==> config.mk <==
export PLATFORM = sky130hd
export DESIGN_NAME = gdp_top
export DESIGN_NICKNAME = d
export VERILOG_FILES = /design/src/hw/gdp_top.v
export VERILOG_INCLUDE_DIRS = /design/src /design/src/hw
export SDC_FILE = /design/constraint.sdc
export NUM_CORES = 1
export LEC_CHECK = 0
export BUFFER_PORTS_ARGS = -buffer_cell sky130_fd_sc_hd__buf_2
export CORE_ASPECT_RATIO = 0.7
export CORE_MARGIN = 2
export CORE_UTILIZATION = 55
export DETAILED_ROUTE_END_ITERATION = 10
export GPL_TIMING_DRIVEN = 0
export PLACE_DENSITY = 0.9
export RECOVER_POWER = 50
export SLEW_MARGIN = 20
export SYNTH_ARGS = -nofsm -noshare
export SYNTH_HDL_FRONTEND = slang
export SYNTH_SLANG_ARGS = --single-unit
==> constraint.sdc <==
create_clock -name mclk_i -period 3.1 [get_ports mclk_i]
set_input_delay 0.465 -clock mclk_i [delete_from_list [all_inputs] [get_ports mclk_i]]
set_output_delay 0.465 -clock mclk_i [all_outputs]
set_load 0.005 [all_outputs]
==> src/hw/gdp_map.vh <==
`ifndef GDP_MAP_VH
`define GDP_MAP_VH

// Register byte offsets on the AXI4-Lite slave.
`define GDP_OFS_VIDEO_CTRL 8'h00
`define GDP_OFS_ATTR_A 8'h04
`define GDP_OFS_ATTR_B 8'h08
`define GDP_OFS_CELL_GEOM 8'h0c
`define GDP_OFS_ROW_SPLIT 8'h10
`define GDP_OFS_COL_SPLIT 8'h14
`define GDP_OFS_PEN_COL 8'h18
`define GDP_OFS_PEN_ROW 8'h1c
`define GDP_OFS_POSITION 8'h20

// Reset values of the writable registers.
`define GDP_RST_VIDEO_CTRL 8'h00
`define GDP_RST_ATTR 8'hff
`define GDP_RST_CELL_GEOM 8'h7b
`define GDP_RST_ROW_SPLIT 8'h48
`define GDP_RST_COL_SPLIT 8'hff

// Field positions in the video control register.
`define GDP_VC_SCREEN_REV 3
`define GDP_VC_EXT_ATTR 4
`define GDP_VC_RUN 5
`define GDP_VC_MODE_LO 6
`define GDP_VC_MODE_HI 7

// Display modes held in video control bits 7:6.
`define GDP_MODE_ALPHA 2'b00
`define GDP_MODE_EXTCG 2'b10
`define GDP_MODE_PIXEL 2'b11

// Attribute bit positions; every attribute is active low.
`define GDP_AT_REVERSE 0
`define GDP_AT_HALF 1
`define GDP_AT_BLANK 6
`define GDP_AT_GRAPHICS 7

// Fixed middle dot column of a block graphics cell.
`define GDP_MID_COL 4'h4

// AXI4-Lite response codes.
`define GDP_RESP_OKAY 2'b00
`define GDP_RESP_SLVERR 2'b10

`endif

==> src/hw/gdp_top.v <==
// Implementation choices: the AXI4-Lite slave port and the register addresses.
`timescale 1ns/10ps
`include "gdp_map.vh"
// How it works
// - Video control bits 7:6 select external character mode, which steps addresses the same way as alpha mode.
// - Scan count clear pulses low during the last character of each displayed row.
// - External mode uses eight pixel bits; dots nine and ten repeat the first.
// - External pixel byte is shifted out least significant bit first.
// - External attributes in external character mode use the full upper byte.
// - Outside external character and pixel modes, attribute bit 7 active routes the byte through block graphics logic.
// - Nine block areas lit by seven data bits; bits 0 and 5 light two.
// - Row split register: upper nibble middle row start, lower nibble bottom row start.
// - Column split bit one means middle; zero means left or right by position.
// - Centre column is always middle; tenth column copies the ninth.
// - Both mode bits set: memory bits go straight out as dots, LSB first.
// - Pixel mode uses nine bits per word; tenth dot repeats the ninth.
// - Pixel mode keeps attributes; external field shrinks to seven upper bits.
// - Pixel mode disables per-character reverse video; whole-screen reverse still works.
// - Pixel mode steps memory addresses sequentially across all scan lines.
// - Light pen edge captures character column (7 bits) and row (5 bits).
// - Pen captures are readable and hold until the next pen event.
// - Attributes are active when their bit is zero.
// - Internal attributes: byte bit 7 picks latch a (0) or latch b (1).
module gdp_top #(
  parameter H_TOTAL = 7'd105,
  parameter H_DISPLAY = 7'd80,
  parameter HS_START = 7'd87,
  parameter HS_LEN = 7'd13,
  parameter V_TOTAL = 5'd26,
  parameter V_DISPLAY = 5'd25,
  parameter ADDR_W = 12
) (
  input wire mclk_i,
  input wire rst_b_i,
  input wire [7:0] s_axi_awaddr,
  input wire s_axi_awvalid,
  output wire s_axi_awready,
  input wire [31:0] s_axi_wdata,
  input wire [3:0] s_axi_wstrb,
  input wire s_axi_wvalid,
  output wire s_axi_wready,
  output wire [1:0] s_axi_bresp,
  output wire s_axi_bvalid,
  input wire s_axi_bready,
  input wire [7:0] s_axi_araddr,
  input wire s_axi_arvalid,
  output wire s_axi_arready,
  output wire [31:0] s_axi_rdata,
  output wire [1:0] s_axi_rresp,
  output wire s_axi_rvalid,
  input wire s_axi_rready,
  output wire [ADDR_W-1:0] mem_addr_o,
  input wire [15:0] mem_data_i,
  input wire [7:0] cgen_dots_i,
  input wire pen_i,
  output wire video_o,
  output wire half_int_b_o,
  output wire hsync_o,
  output wire scan_clear_b_o
);

  // Software visible registers.
  reg [7:0] video_control_reg_ff;
  reg [7:0] attr_latch_a_ff;
  reg [7:0] attr_latch_b_ff;
  reg [7:0] cell_geom_ff;
  reg [7:0] graphics_row_split_ff;
  reg [7:0] graphics_column_split_ff;
  reg [6:0] pen_column_capture_ff;
  reg [4:0] pen_row_capture_ff;

  // Bus slave state.
  reg aw_full_ff;
  reg w_full_ff;
  reg [7:0] aw_addr_ff;
  reg [7:0] w_data_ff;
  reg w_lane0_ff;
  reg bvalid_ff;
  reg [1:0] bresp_ff;
  reg rvalid_ff;
  reg [31:0] rdata_ff;
  reg [1:0] rresp_ff;

  // Raster timing state.
  reg [3:0] dot_ff;
  reg [6:0] chr_ff;
  reg [3:0] scan_ff;
  reg [4:0] row_ff;
  reg [ADDR_W-1:0] addr_ff;
  reg [ADDR_W-1:0] row_base_ff;
  reg [15:0] word_ff;
  reg cell_on_ff;
  reg video_ff;
  reg half_b_ff;
  reg hsync_ff;
  reg scan_clr_b_ff;
  reg pen_s1_ff;
  reg pen_s2_ff;
  reg pen_s3_ff;

  // Decoded controls.
  wire [1:0] mode = video_control_reg_ff[`GDP_VC_MODE_HI:`GDP_VC_MODE_LO];
  wire is_pixel = (mode == `GDP_MODE_PIXEL);
  wire is_extcg = (mode == `GDP_MODE_EXTCG);
  wire run = video_control_reg_ff[`GDP_VC_RUN];
  wire ext_attr = video_control_reg_ff[`GDP_VC_EXT_ATTR];
  wire [3:0] width_m1 = cell_geom_ff[7:4];
  wire [3:0] height_m1 = cell_geom_ff[3:0];
  wire [3:0] mid_start = graphics_row_split_ff[7:4];
  wire [3:0] bot_start = graphics_row_split_ff[3:0];

  // Write channel handshakes; a new write waits until the previous answer is taken.
  assign s_axi_awready = ~aw_full_ff & ~bvalid_ff;
  assign s_axi_wready = ~w_full_ff & ~bvalid_ff;
  assign s_axi_bvalid = bvalid_ff;
  assign s_axi_bresp = bresp_ff;
  assign s_axi_arready = ~rvalid_ff;
  assign s_axi_rvalid = rvalid_ff;
  assign s_axi_rdata = rdata_ff;
  assign s_axi_rresp = rresp_ff;
  wire do_write = aw_full_ff & w_full_ff & ~bvalid_ff;
  wire wr_mapped = (aw_addr_ff == `GDP_OFS_VIDEO_CTRL) || (aw_addr_ff == `GDP_OFS_ATTR_A) ||
                   (aw_addr_ff == `GDP_OFS_ATTR_B) || (aw_addr_ff == `GDP_OFS_CELL_GEOM) ||
                   (aw_addr_ff == `GDP_OFS_ROW_SPLIT) || (aw_addr_ff == `GDP_OFS_COL_SPLIT) ||
                   (aw_addr_ff == `GDP_OFS_PEN_COL) || (aw_addr_ff == `GDP_OFS_PEN_ROW) ||
                   (aw_addr_ff == `GDP_OFS_POSITION);

  // Address and data are caught separately so either may arrive first.
  always @(posedge mclk_i) begin
    if (!rst_b_i) begin
      aw_full_ff <= 1'b0;
      w_full_ff <= 1'b0;
      aw_addr_ff <= 8'h00;
      w_data_ff <= 8'h00;
      w_lane0_ff <= 1'b0;
      bvalid_ff <= 1'b0;
      bresp_ff <= `GDP_RESP_OKAY;
    end else begin
      if (s_axi_awvalid && s_axi_awready) begin
        aw_full_ff <= 1'b1;
        aw_addr_ff <= s_axi_awaddr;
      end
      if (s_axi_wvalid && s_axi_wready) begin
        w_full_ff <= 1'b1;
        w_data_ff <= s_axi_wdata[7:0];
        w_lane0_ff <= s_axi_wstrb[0];
      end
      if (do_write) begin
        aw_full_ff <= 1'b0;
        w_full_ff <= 1'b0;
        bvalid_ff <= 1'b1;
        bresp_ff <= wr_mapped ? `GDP_RESP_OKAY : `GDP_RESP_SLVERR;
      end else if (bvalid_ff && s_axi_bready) begin
        bvalid_ff <= 1'b0;
      end
    end
  end

  // Register writes; only byte lane 0 carries data since every writable register is eight bits wide.
  always @(posedge mclk_i) begin
    if (!rst_b_i) begin
      video_control_reg_ff <= `GDP_RST_VIDEO_CTRL;
      attr_latch_a_ff <= `GDP_RST_ATTR;
      attr_latch_b_ff <= `GDP_RST_ATTR;
      cell_geom_ff <= `GDP_RST_CELL_GEOM;
      graphics_row_split_ff <= `GDP_RST_ROW_SPLIT;
      graphics_column_split_ff <= `GDP_RST_COL_SPLIT;
    end else if (do_write && w_lane0_ff) begin
      case (aw_addr_ff)
        `GDP_OFS_VIDEO_CTRL: video_control_reg_ff <= w_data_ff;
        `GDP_OFS_ATTR_A: attr_latch_a_ff <= w_data_ff;
        `GDP_OFS_ATTR_B: attr_latch_b_ff <= w_data_ff;
        `GDP_OFS_CELL_GEOM: cell_geom_ff <= w_data_ff;
        `GDP_OFS_ROW_SPLIT: graphics_row_split_ff <= w_data_ff;
        `GDP_OFS_COL_SPLIT: graphics_column_split_ff <= w_data_ff;
        default: ;
      endcase
    end
  end

  // Read data multiplexer; unused upper bits read as zero.
  reg [31:0] nxt_rdata;
  always @* begin
    nxt_rdata = 32'h0000_0000;
    case (s_axi_araddr)
      `GDP_OFS_VIDEO_CTRL: nxt_rdata = {24'h00_0000, video_control_reg_ff};
      `GDP_OFS_ATTR_A: nxt_rdata = {24'h00_0000, attr_latch_a_ff};
      `GDP_OFS_ATTR_B: nxt_rdata = {24'h00_0000, attr_latch_b_ff};
      `GDP_OFS_CELL_GEOM: nxt_rdata = {24'h00_0000, cell_geom_ff};
      `GDP_OFS_ROW_SPLIT: nxt_rdata = {24'h00_0000, graphics_row_split_ff};
      `GDP_OFS_COL_SPLIT: nxt_rdata = {24'h00_0000, graphics_column_split_ff};
      `GDP_OFS_PEN_COL: nxt_rdata = {25'h000_0000, pen_column_capture_ff};
      `GDP_OFS_PEN_ROW: nxt_rdata = {27'h000_0000, pen_row_capture_ff};
      `GDP_OFS_POSITION: nxt_rdata = {16'h0000, 3'h0, row_ff, scan_ff, chr_ff[3:0]};
      default: nxt_rdata = 32'h0000_0000;
    endcase
  end

  // Read answer one cycle after the address is taken.
  always @(posedge mclk_i) begin
    if (!rst_b_i) begin
      rvalid_ff <= 1'b0;
      rdata_ff <= 32'h0000_0000;
      rresp_ff <= `GDP_RESP_OKAY;
    end else if (s_axi_arvalid && s_axi_arready) begin
      rvalid_ff <= 1'b1;
      rdata_ff <= nxt_rdata;
      rresp_ff <= (s_axi_araddr > `GDP_OFS_POSITION || s_axi_araddr[1:0] != 2'b00) ?
                  `GDP_RESP_SLVERR : `GDP_RESP_OKAY;
    end else if (rvalid_ff && s_axi_rready) begin
      rvalid_ff <= 1'b0;
    end
  end

  // Next raster position; the character rate is the last-dot enable.
  wire last_dot = (dot_ff == width_m1);
  wire last_chr = (chr_ff == H_TOTAL - 7'd1);
  wire last_scan = (scan_ff == height_m1);
  wire last_row = (row_ff == V_TOTAL - 5'd1);
  // Clear one character early so the outside counter is zero at the next row's first fetch.
  wire clr_slot = (chr_ff == H_TOTAL - 7'd2); // Sync must rise before this slot.
  reg [6:0] nxt_chr;
  reg [3:0] nxt_scan;
  reg [4:0] nxt_row;
  always @* begin
    nxt_chr = last_chr ? 7'd0 : chr_ff + 7'd1;
    nxt_scan = scan_ff;
    nxt_row = row_ff;
    if (last_chr) begin
      nxt_scan = last_scan ? 4'd0 : scan_ff + 4'd1;
      if (last_scan) begin
        nxt_row = last_row ? 5'd0 : row_ff + 5'd1;
      end
    end
  end
  wire fetch = last_dot && (nxt_chr < H_DISPLAY) && (nxt_row < V_DISPLAY);
  wire end_disp = last_dot && (nxt_chr == H_DISPLAY) && (row_ff < V_DISPLAY);

  // Counters, fetch and address stepping. Addresses are reloaded at the end of the
  // displayed part of a line so the reload never collides with the next fetch.
  always @(posedge mclk_i) begin
    if (!rst_b_i || !run) begin
      dot_ff <= 4'd0;
      chr_ff <= 7'd0;
      scan_ff <= 4'd0;
      row_ff <= 5'd0;
      addr_ff <= {ADDR_W{1'b0}};
      row_base_ff <= {ADDR_W{1'b0}};
      word_ff <= 16'h0000;
      cell_on_ff <= 1'b0;
    end else begin
      dot_ff <= last_dot ? 4'd0 : dot_ff + 4'd1;
      if (last_dot) begin
        chr_ff <= nxt_chr;
        scan_ff <= nxt_scan;
        row_ff <= nxt_row;
        cell_on_ff <= fetch;
      end
      if (fetch) begin
        word_ff <= mem_data_i;
        addr_ff <= addr_ff + {{(ADDR_W-1){1'b0}}, 1'b1};
      end
      if (end_disp) begin
        if (last_scan && row_ff == V_DISPLAY - 5'd1) begin
          addr_ff <= {ADDR_W{1'b0}};
          row_base_ff <= {ADDR_W{1'b0}};
        end else if (is_pixel) begin
          row_base_ff <= addr_ff;
        end else if (last_scan) begin
          row_base_ff <= addr_ff;
        end else begin
          addr_ff <= row_base_ff;
        end
      end
    end
  end

  // Attribute source for the current cell.
  reg [7:0] attr;
  always @* begin
    if (ext_attr && is_pixel) begin
      attr = {word_ff[15:9], 1'b1};
    end else if (ext_attr) begin
      attr = word_ff[15:8];
    end else begin
      attr = word_ff[7] ? attr_latch_b_ff : attr_latch_a_ff;
    end
    if (is_pixel) begin
      attr[`GDP_AT_REVERSE] = 1'b1;
    end
  end

  // Block graphics area lookup.
  wire [3:0] col = (dot_ff > 4'd8) ? 4'd8 : dot_ff;
  reg [1:0] col_sec;
  reg [1:0] row_sec;
  reg blk_dot;
  always @* begin
    if (col == `GDP_MID_COL) begin
      col_sec = 2'd1;
    end else if (col < `GDP_MID_COL) begin
      col_sec = graphics_column_split_ff[col[2:0]] ? 2'd1 : 2'd0;
    end else begin
      col_sec = graphics_column_split_ff[col[2:0] - 3'd1] ? 2'd1 : 2'd2;
    end
    if (scan_ff < mid_start) begin
      row_sec = 2'd0;
    end else if (scan_ff < bot_start) begin
      row_sec = 2'd1;
    end else begin
      row_sec = 2'd2;
    end
    case ({row_sec, col_sec})
      4'h0: blk_dot = word_ff[0];
      4'h1: blk_dot = word_ff[0];
      4'h2: blk_dot = word_ff[1];
      4'h4: blk_dot = word_ff[2];
      4'h5: blk_dot = word_ff[3];
      4'h6: blk_dot = word_ff[4];
      4'h8: blk_dot = word_ff[5];
      4'h9: blk_dot = word_ff[5];
      4'ha: blk_dot = word_ff[6];
      default: blk_dot = 1'b0;
    endcase
  end

  // Dot selection per mode.
  reg raw_dot;
  always @* begin
    if (is_pixel) begin
      raw_dot = (dot_ff > 4'd8) ? word_ff[8] : word_ff[dot_ff];
    end else if (is_extcg) begin
      raw_dot = (dot_ff > 4'd7) ? word_ff[0] : word_ff[dot_ff[2:0]];
    end else if (!attr[`GDP_AT_GRAPHICS]) begin
      raw_dot = blk_dot;
    end else begin
      raw_dot = (dot_ff > 4'd7) ? 1'b0 : cgen_dots_i[dot_ff[2:0]];
    end
  end
  wire cell_rev = ~attr[`GDP_AT_REVERSE];
  wire scr_rev = video_control_reg_ff[`GDP_VC_SCREEN_REV];
  wire shown = cell_on_ff & attr[`GDP_AT_BLANK];

  // Output stage; the blanked raster area stays low whatever whole-screen reverse video is set to.
  always @(posedge mclk_i) begin
    if (!rst_b_i || !run) begin
      video_ff <= 1'b0;
      half_b_ff <= 1'b1;
      hsync_ff <= 1'b0;
      scan_clr_b_ff <= 1'b1;
    end else begin
      if (cell_on_ff) begin
        video_ff <= ((shown & raw_dot) ^ cell_rev) ^ scr_rev;
      end else begin
        video_ff <= 1'b0;
      end
      half_b_ff <= ~(cell_on_ff & ~attr[`GDP_AT_HALF]);
      hsync_ff <= (chr_ff >= HS_START) && (chr_ff < HS_START + HS_LEN);
      scan_clr_b_ff <= ~(last_dot && clr_slot && last_scan && row_ff < V_DISPLAY);
    end
  end

  // Light pen: two-stage synchroniser, then a rising edge latches the position.
  always @(posedge mclk_i) begin
    if (!rst_b_i) begin
      pen_s1_ff <= 1'b0;
      pen_s2_ff <= 1'b0;
      pen_s3_ff <= 1'b0;
      pen_column_capture_ff <= 7'h00;
      pen_row_capture_ff <= 5'h00;
    end else begin
      pen_s1_ff <= pen_i;
      pen_s2_ff <= pen_s1_ff;
      pen_s3_ff <= pen_s2_ff;
      if (pen_s2_ff && !pen_s3_ff) begin
        pen_column_capture_ff <= chr_ff;
        pen_row_capture_ff <= row_ff;
      end
    end
  end

  assign mem_addr_o = addr_ff;
  assign video_o = video_ff;
  assign half_int_b_o = half_b_ff;
  assign hsync_o = hsync_ff;
  assign scan_clear_b_o = scan_clr_b_ff;

endmodule

==> results.yml <==
run_status:
  run_status: "completed"
worst_setup_path:
  crit_path_max_fanout: 8
  rr_endpoint: "video_o"
  cp_slowest_cell: "or4_1"
  start_kind: "flip-flop"
  cp_top_family: "simple AND/OR/NAND/NOR gates"
  cp.arrival_ns: 3.41
  critical_path_required_ns: 3.47
  worst-path-buf-inv: 2
  r2r_cells: 14
  r2r_slack_ns: 0.06
  slowest_delay_ns: 0.51
  endpoint_kind: "flip-flop"
  r2r_start: "dot_ff[1]"
  cp_cell_sequence: "inv_2, ha_1, nand2b_1, a21oi_2, inv_1, ha_2, ha_4, mux4_2, mux2i_2, and2_4, mux2i_1, mux2i_1, or4_1, nand3_1"
  crit_top_cell: "mux2i_1"
  worstSetupPathType: "flip-flop to flip-flop"
route:
  first_pass_iters: 6
  antenna_left: 0
  drc: 0
  viasPerCell: 5.919
  wire_per_inst_um: 18.13
  wl_um: 23840
  drtIter0Drc: 957
  vias: 7784
timing:
  slew_viol_final: 0
  slew-limit-headroom_pct: 45.03
  timing.fmax_mhz: 328.6
  setup_viol: 0
  skew_ns: 0.01608
  fin_crit_ns: 3.043
  final_hold_viol_count: 0
  rsz0062_at_grt: "yes"
  tightest_slew_ns: 0.8191
  finalCritPeriodShare_pct: 98.16
yosys:
  synth_seq_cells: 162
  yosys_most_used_dff: "dfxtp_1"
  ys_warn_count: 0
  synth_edf_count: 0
  synth_cell_type_count: 63
  syn-cell-area_mm2: 0.008148
  seq_area_frac_synth_pct: 39.80
  async_reset_ff_share_pct: 0
  syn_avg_cell_area_um2: 8.374
  syn_inst: 973
clock_network:
  h-tree-depth: 4
  clockBufferDepth: 2
  clkTransAtPathRegs_ns: 0.07
  clock_tree.root_cell: "clkbuf_16"
  clkSinkCount: 162
  cts_buffers: 17
  cts_tree: "done"
  postCtsHoldBufs: 0
  worstSkewPairLatency_ns: 0.43
placed_design:
  port_buffers: 89
  dp.final_hpwl_um: 17020
  place_inst: 1277
  gp_congestion: 0.9694
pwr:
  power.leakage_nw: 3.713
  ir_drop_v: 0.0003522
  finalPower_mw: 4.389
  power_density_mw_per_mm2: 456.7
cells_and_area:
  drive_above_1_share_pct: 16.44
  fin_nets: 1208
  area_growth_pct: 17.94
  final_cells: 1315
min_path:
  min_delay_path_depth: 2
  hold_start: "pen_i"
  hold_path_class: "input pin to flip-flop"
  hold_end: "pen_s1_ff"
floorplanning:
  ios: 141
  start_util_pct: 55.87
  core_mm2: 0.01458
  die_h_um: 105.8
  die_area_mm2: 0.01582
  num_rows: 37
  dieWidth_um: 149.5
global_routing:
  grt_use_total_pct: 30.09
  antenna_found_initial: 1
  overflow: 0
  grt_pass1_wl_um: 37370
  grt_max_degree: 17
  first_global_vias: 7215
run:
  cap_violations: 0
cell families after synthesis:
logic type               Yosys count  share of synthesized area [%]
multiplexers                      58                          8.446
AND/OR/NAND/NOR                  394                          23.07
flip-flops                       162                          39.80
AO/OA/AOI/OAI                    205                          17.17
adder cells (fa/ha/maj)           17                          2.611
other                              1                        0.04602
XOR/XNOR                          23                          2.472
buffers and inverters            113                          6.388
metal layers:
| layer | up-vias | GRT usage [%] | part of all wire [%] |
|---|---|---|---|
| li1 | 3631 | - | - |
| met1 | 3670 | 43.26 | 43 |
| met2 | 436 | 44.10 | 43 |
| met3 | 47 | 8.788 | 12 |
| met4 | 0 | 7.619 | 1.8 |
| met5 | - | 0 | 0 |
through the flow:
step	utilization, %	area (um^2)	hold slack, ns	setup TNS (ns)	setup WS (ns)
2_1_floorplan	-	8223	0.3912	0	0.2171
3_3_place_gp	61.12	8912	0.4158	-0.1825	-0.1825
3_5_place_dp	61.16	8919	0.4179	-0.2312	-0.2154
4_1_cts	65.10	9493	0.2344	0	0.006618
5_1_grt	65.89	9609	0.2453	-0.08294	-0.05851
6_report	65.89	9609	0.2368	0	0.05708
power breakdown:
part	total, mW	internal [mW]	switching [mW]
registers	2.13	2.10	0.0283
logic	0.207	0.0932	0.114
clock network	2.05	1.14	0.913
cell type report:
| type | count | area, um^2 |
|---|---|---|
| Fill cell | 1175 | 4974 |
| Inverter | 31 | 116.4 |
| Multi-Input combinational cell | 718 | 4524 |
| Clock buffer | 18 | 439.2 |
| Timing Repair Buffer | 97 | 503.0 |
| Antenna cell | 1 | 2.502 |
| Buffer | 80 | 404.1 |
| Clock inverter | 13 | 126.4 |
| Tap cell | 195 | 244.0 |
| Sequential cell | 162 | 3249 |
worst register-to-register path: cells and delay by family, from the launching register on:
family / cells / cell delay, ns
adder cells (fa/ha/maj): 3 / 0.59
multiplexers: 4 / 0.80
flip-flops: 1 / 0.39
buffers and inverters: 2 / 0.17
AO/OA/AOI/OAI: 1 / 0.17
AND/OR/NAND/NOR: 4 / 0.88
cells in the mapped netlist (13+ instances only):
master | number | share of area, %
mux2i_1 | 44 | 5.4
nor2b_1 | 28 | 2.1
clkbuf_1 | 51 | 2.3
a31oi_1 | 13 | 1.0
nand3_1 | 47 | 2.9
nor2_1 | 50 | 2.3
a21oi_1 | 51 | 3.1
nand2b_1 | 13 | 1.0
a21boi_0 | 42 | 3.9
and3_1 | 14 | 1.1
xnor2_1 | 20 | 2.1
o21ai_0 | 24 | 1.5
buf_4 | 24 | 2.2
ha_1 | 17 | 2.6
dfxtp_1 | 162 | 40
inv_1 | 31 | 1.4
a22oi_1 | 19 | 1.8
nor3_1 | 13 | 0.80
nand2_1 | 178 | 8.2
sequential cells by signal (all words and copies together) (netlist names), 12 cells and up:
signal	cells
mem_addr_o	12
s_axi_rdata	13
word_ff	14
row_base_ff	12
worst max path at each step:
stage	depth (start not counted)	slack [ns]	endpoint	startpoint
finish	14	0.06	video_o	dot_ff[1]
global route	10	-0.06	mem_addr_o[11]	scan_ff[2]
CTS	11	0.007	mem_addr_o[11]	chr_ff[0]
detailed placement	15	-0.22	video_o	dot_ff[1]
global placement	15	-0.18	video_o	dot_ff[1]
floorplan	15	0.22	video_o	dot_ff[1]
repair_timing:
action	in CTS	in global routing
setup buffers	1	7
resized for setup	3	18
setup endpoints to repair	3	36
pin swaps	1	4
layout by cell type (no fill, tap or decap), types with 30 or more instances in the layout:
cell type,instances
clkbuf_1,60
a21boi_0,42
buf_4,31
dfxtp_1,159
nor2_1,49
nand2_1,178
mux2i_1,43
buf_2,80
nand3_1,46
inv_1,30
a21oi_1,49
(Power assumes the default switching activity.)
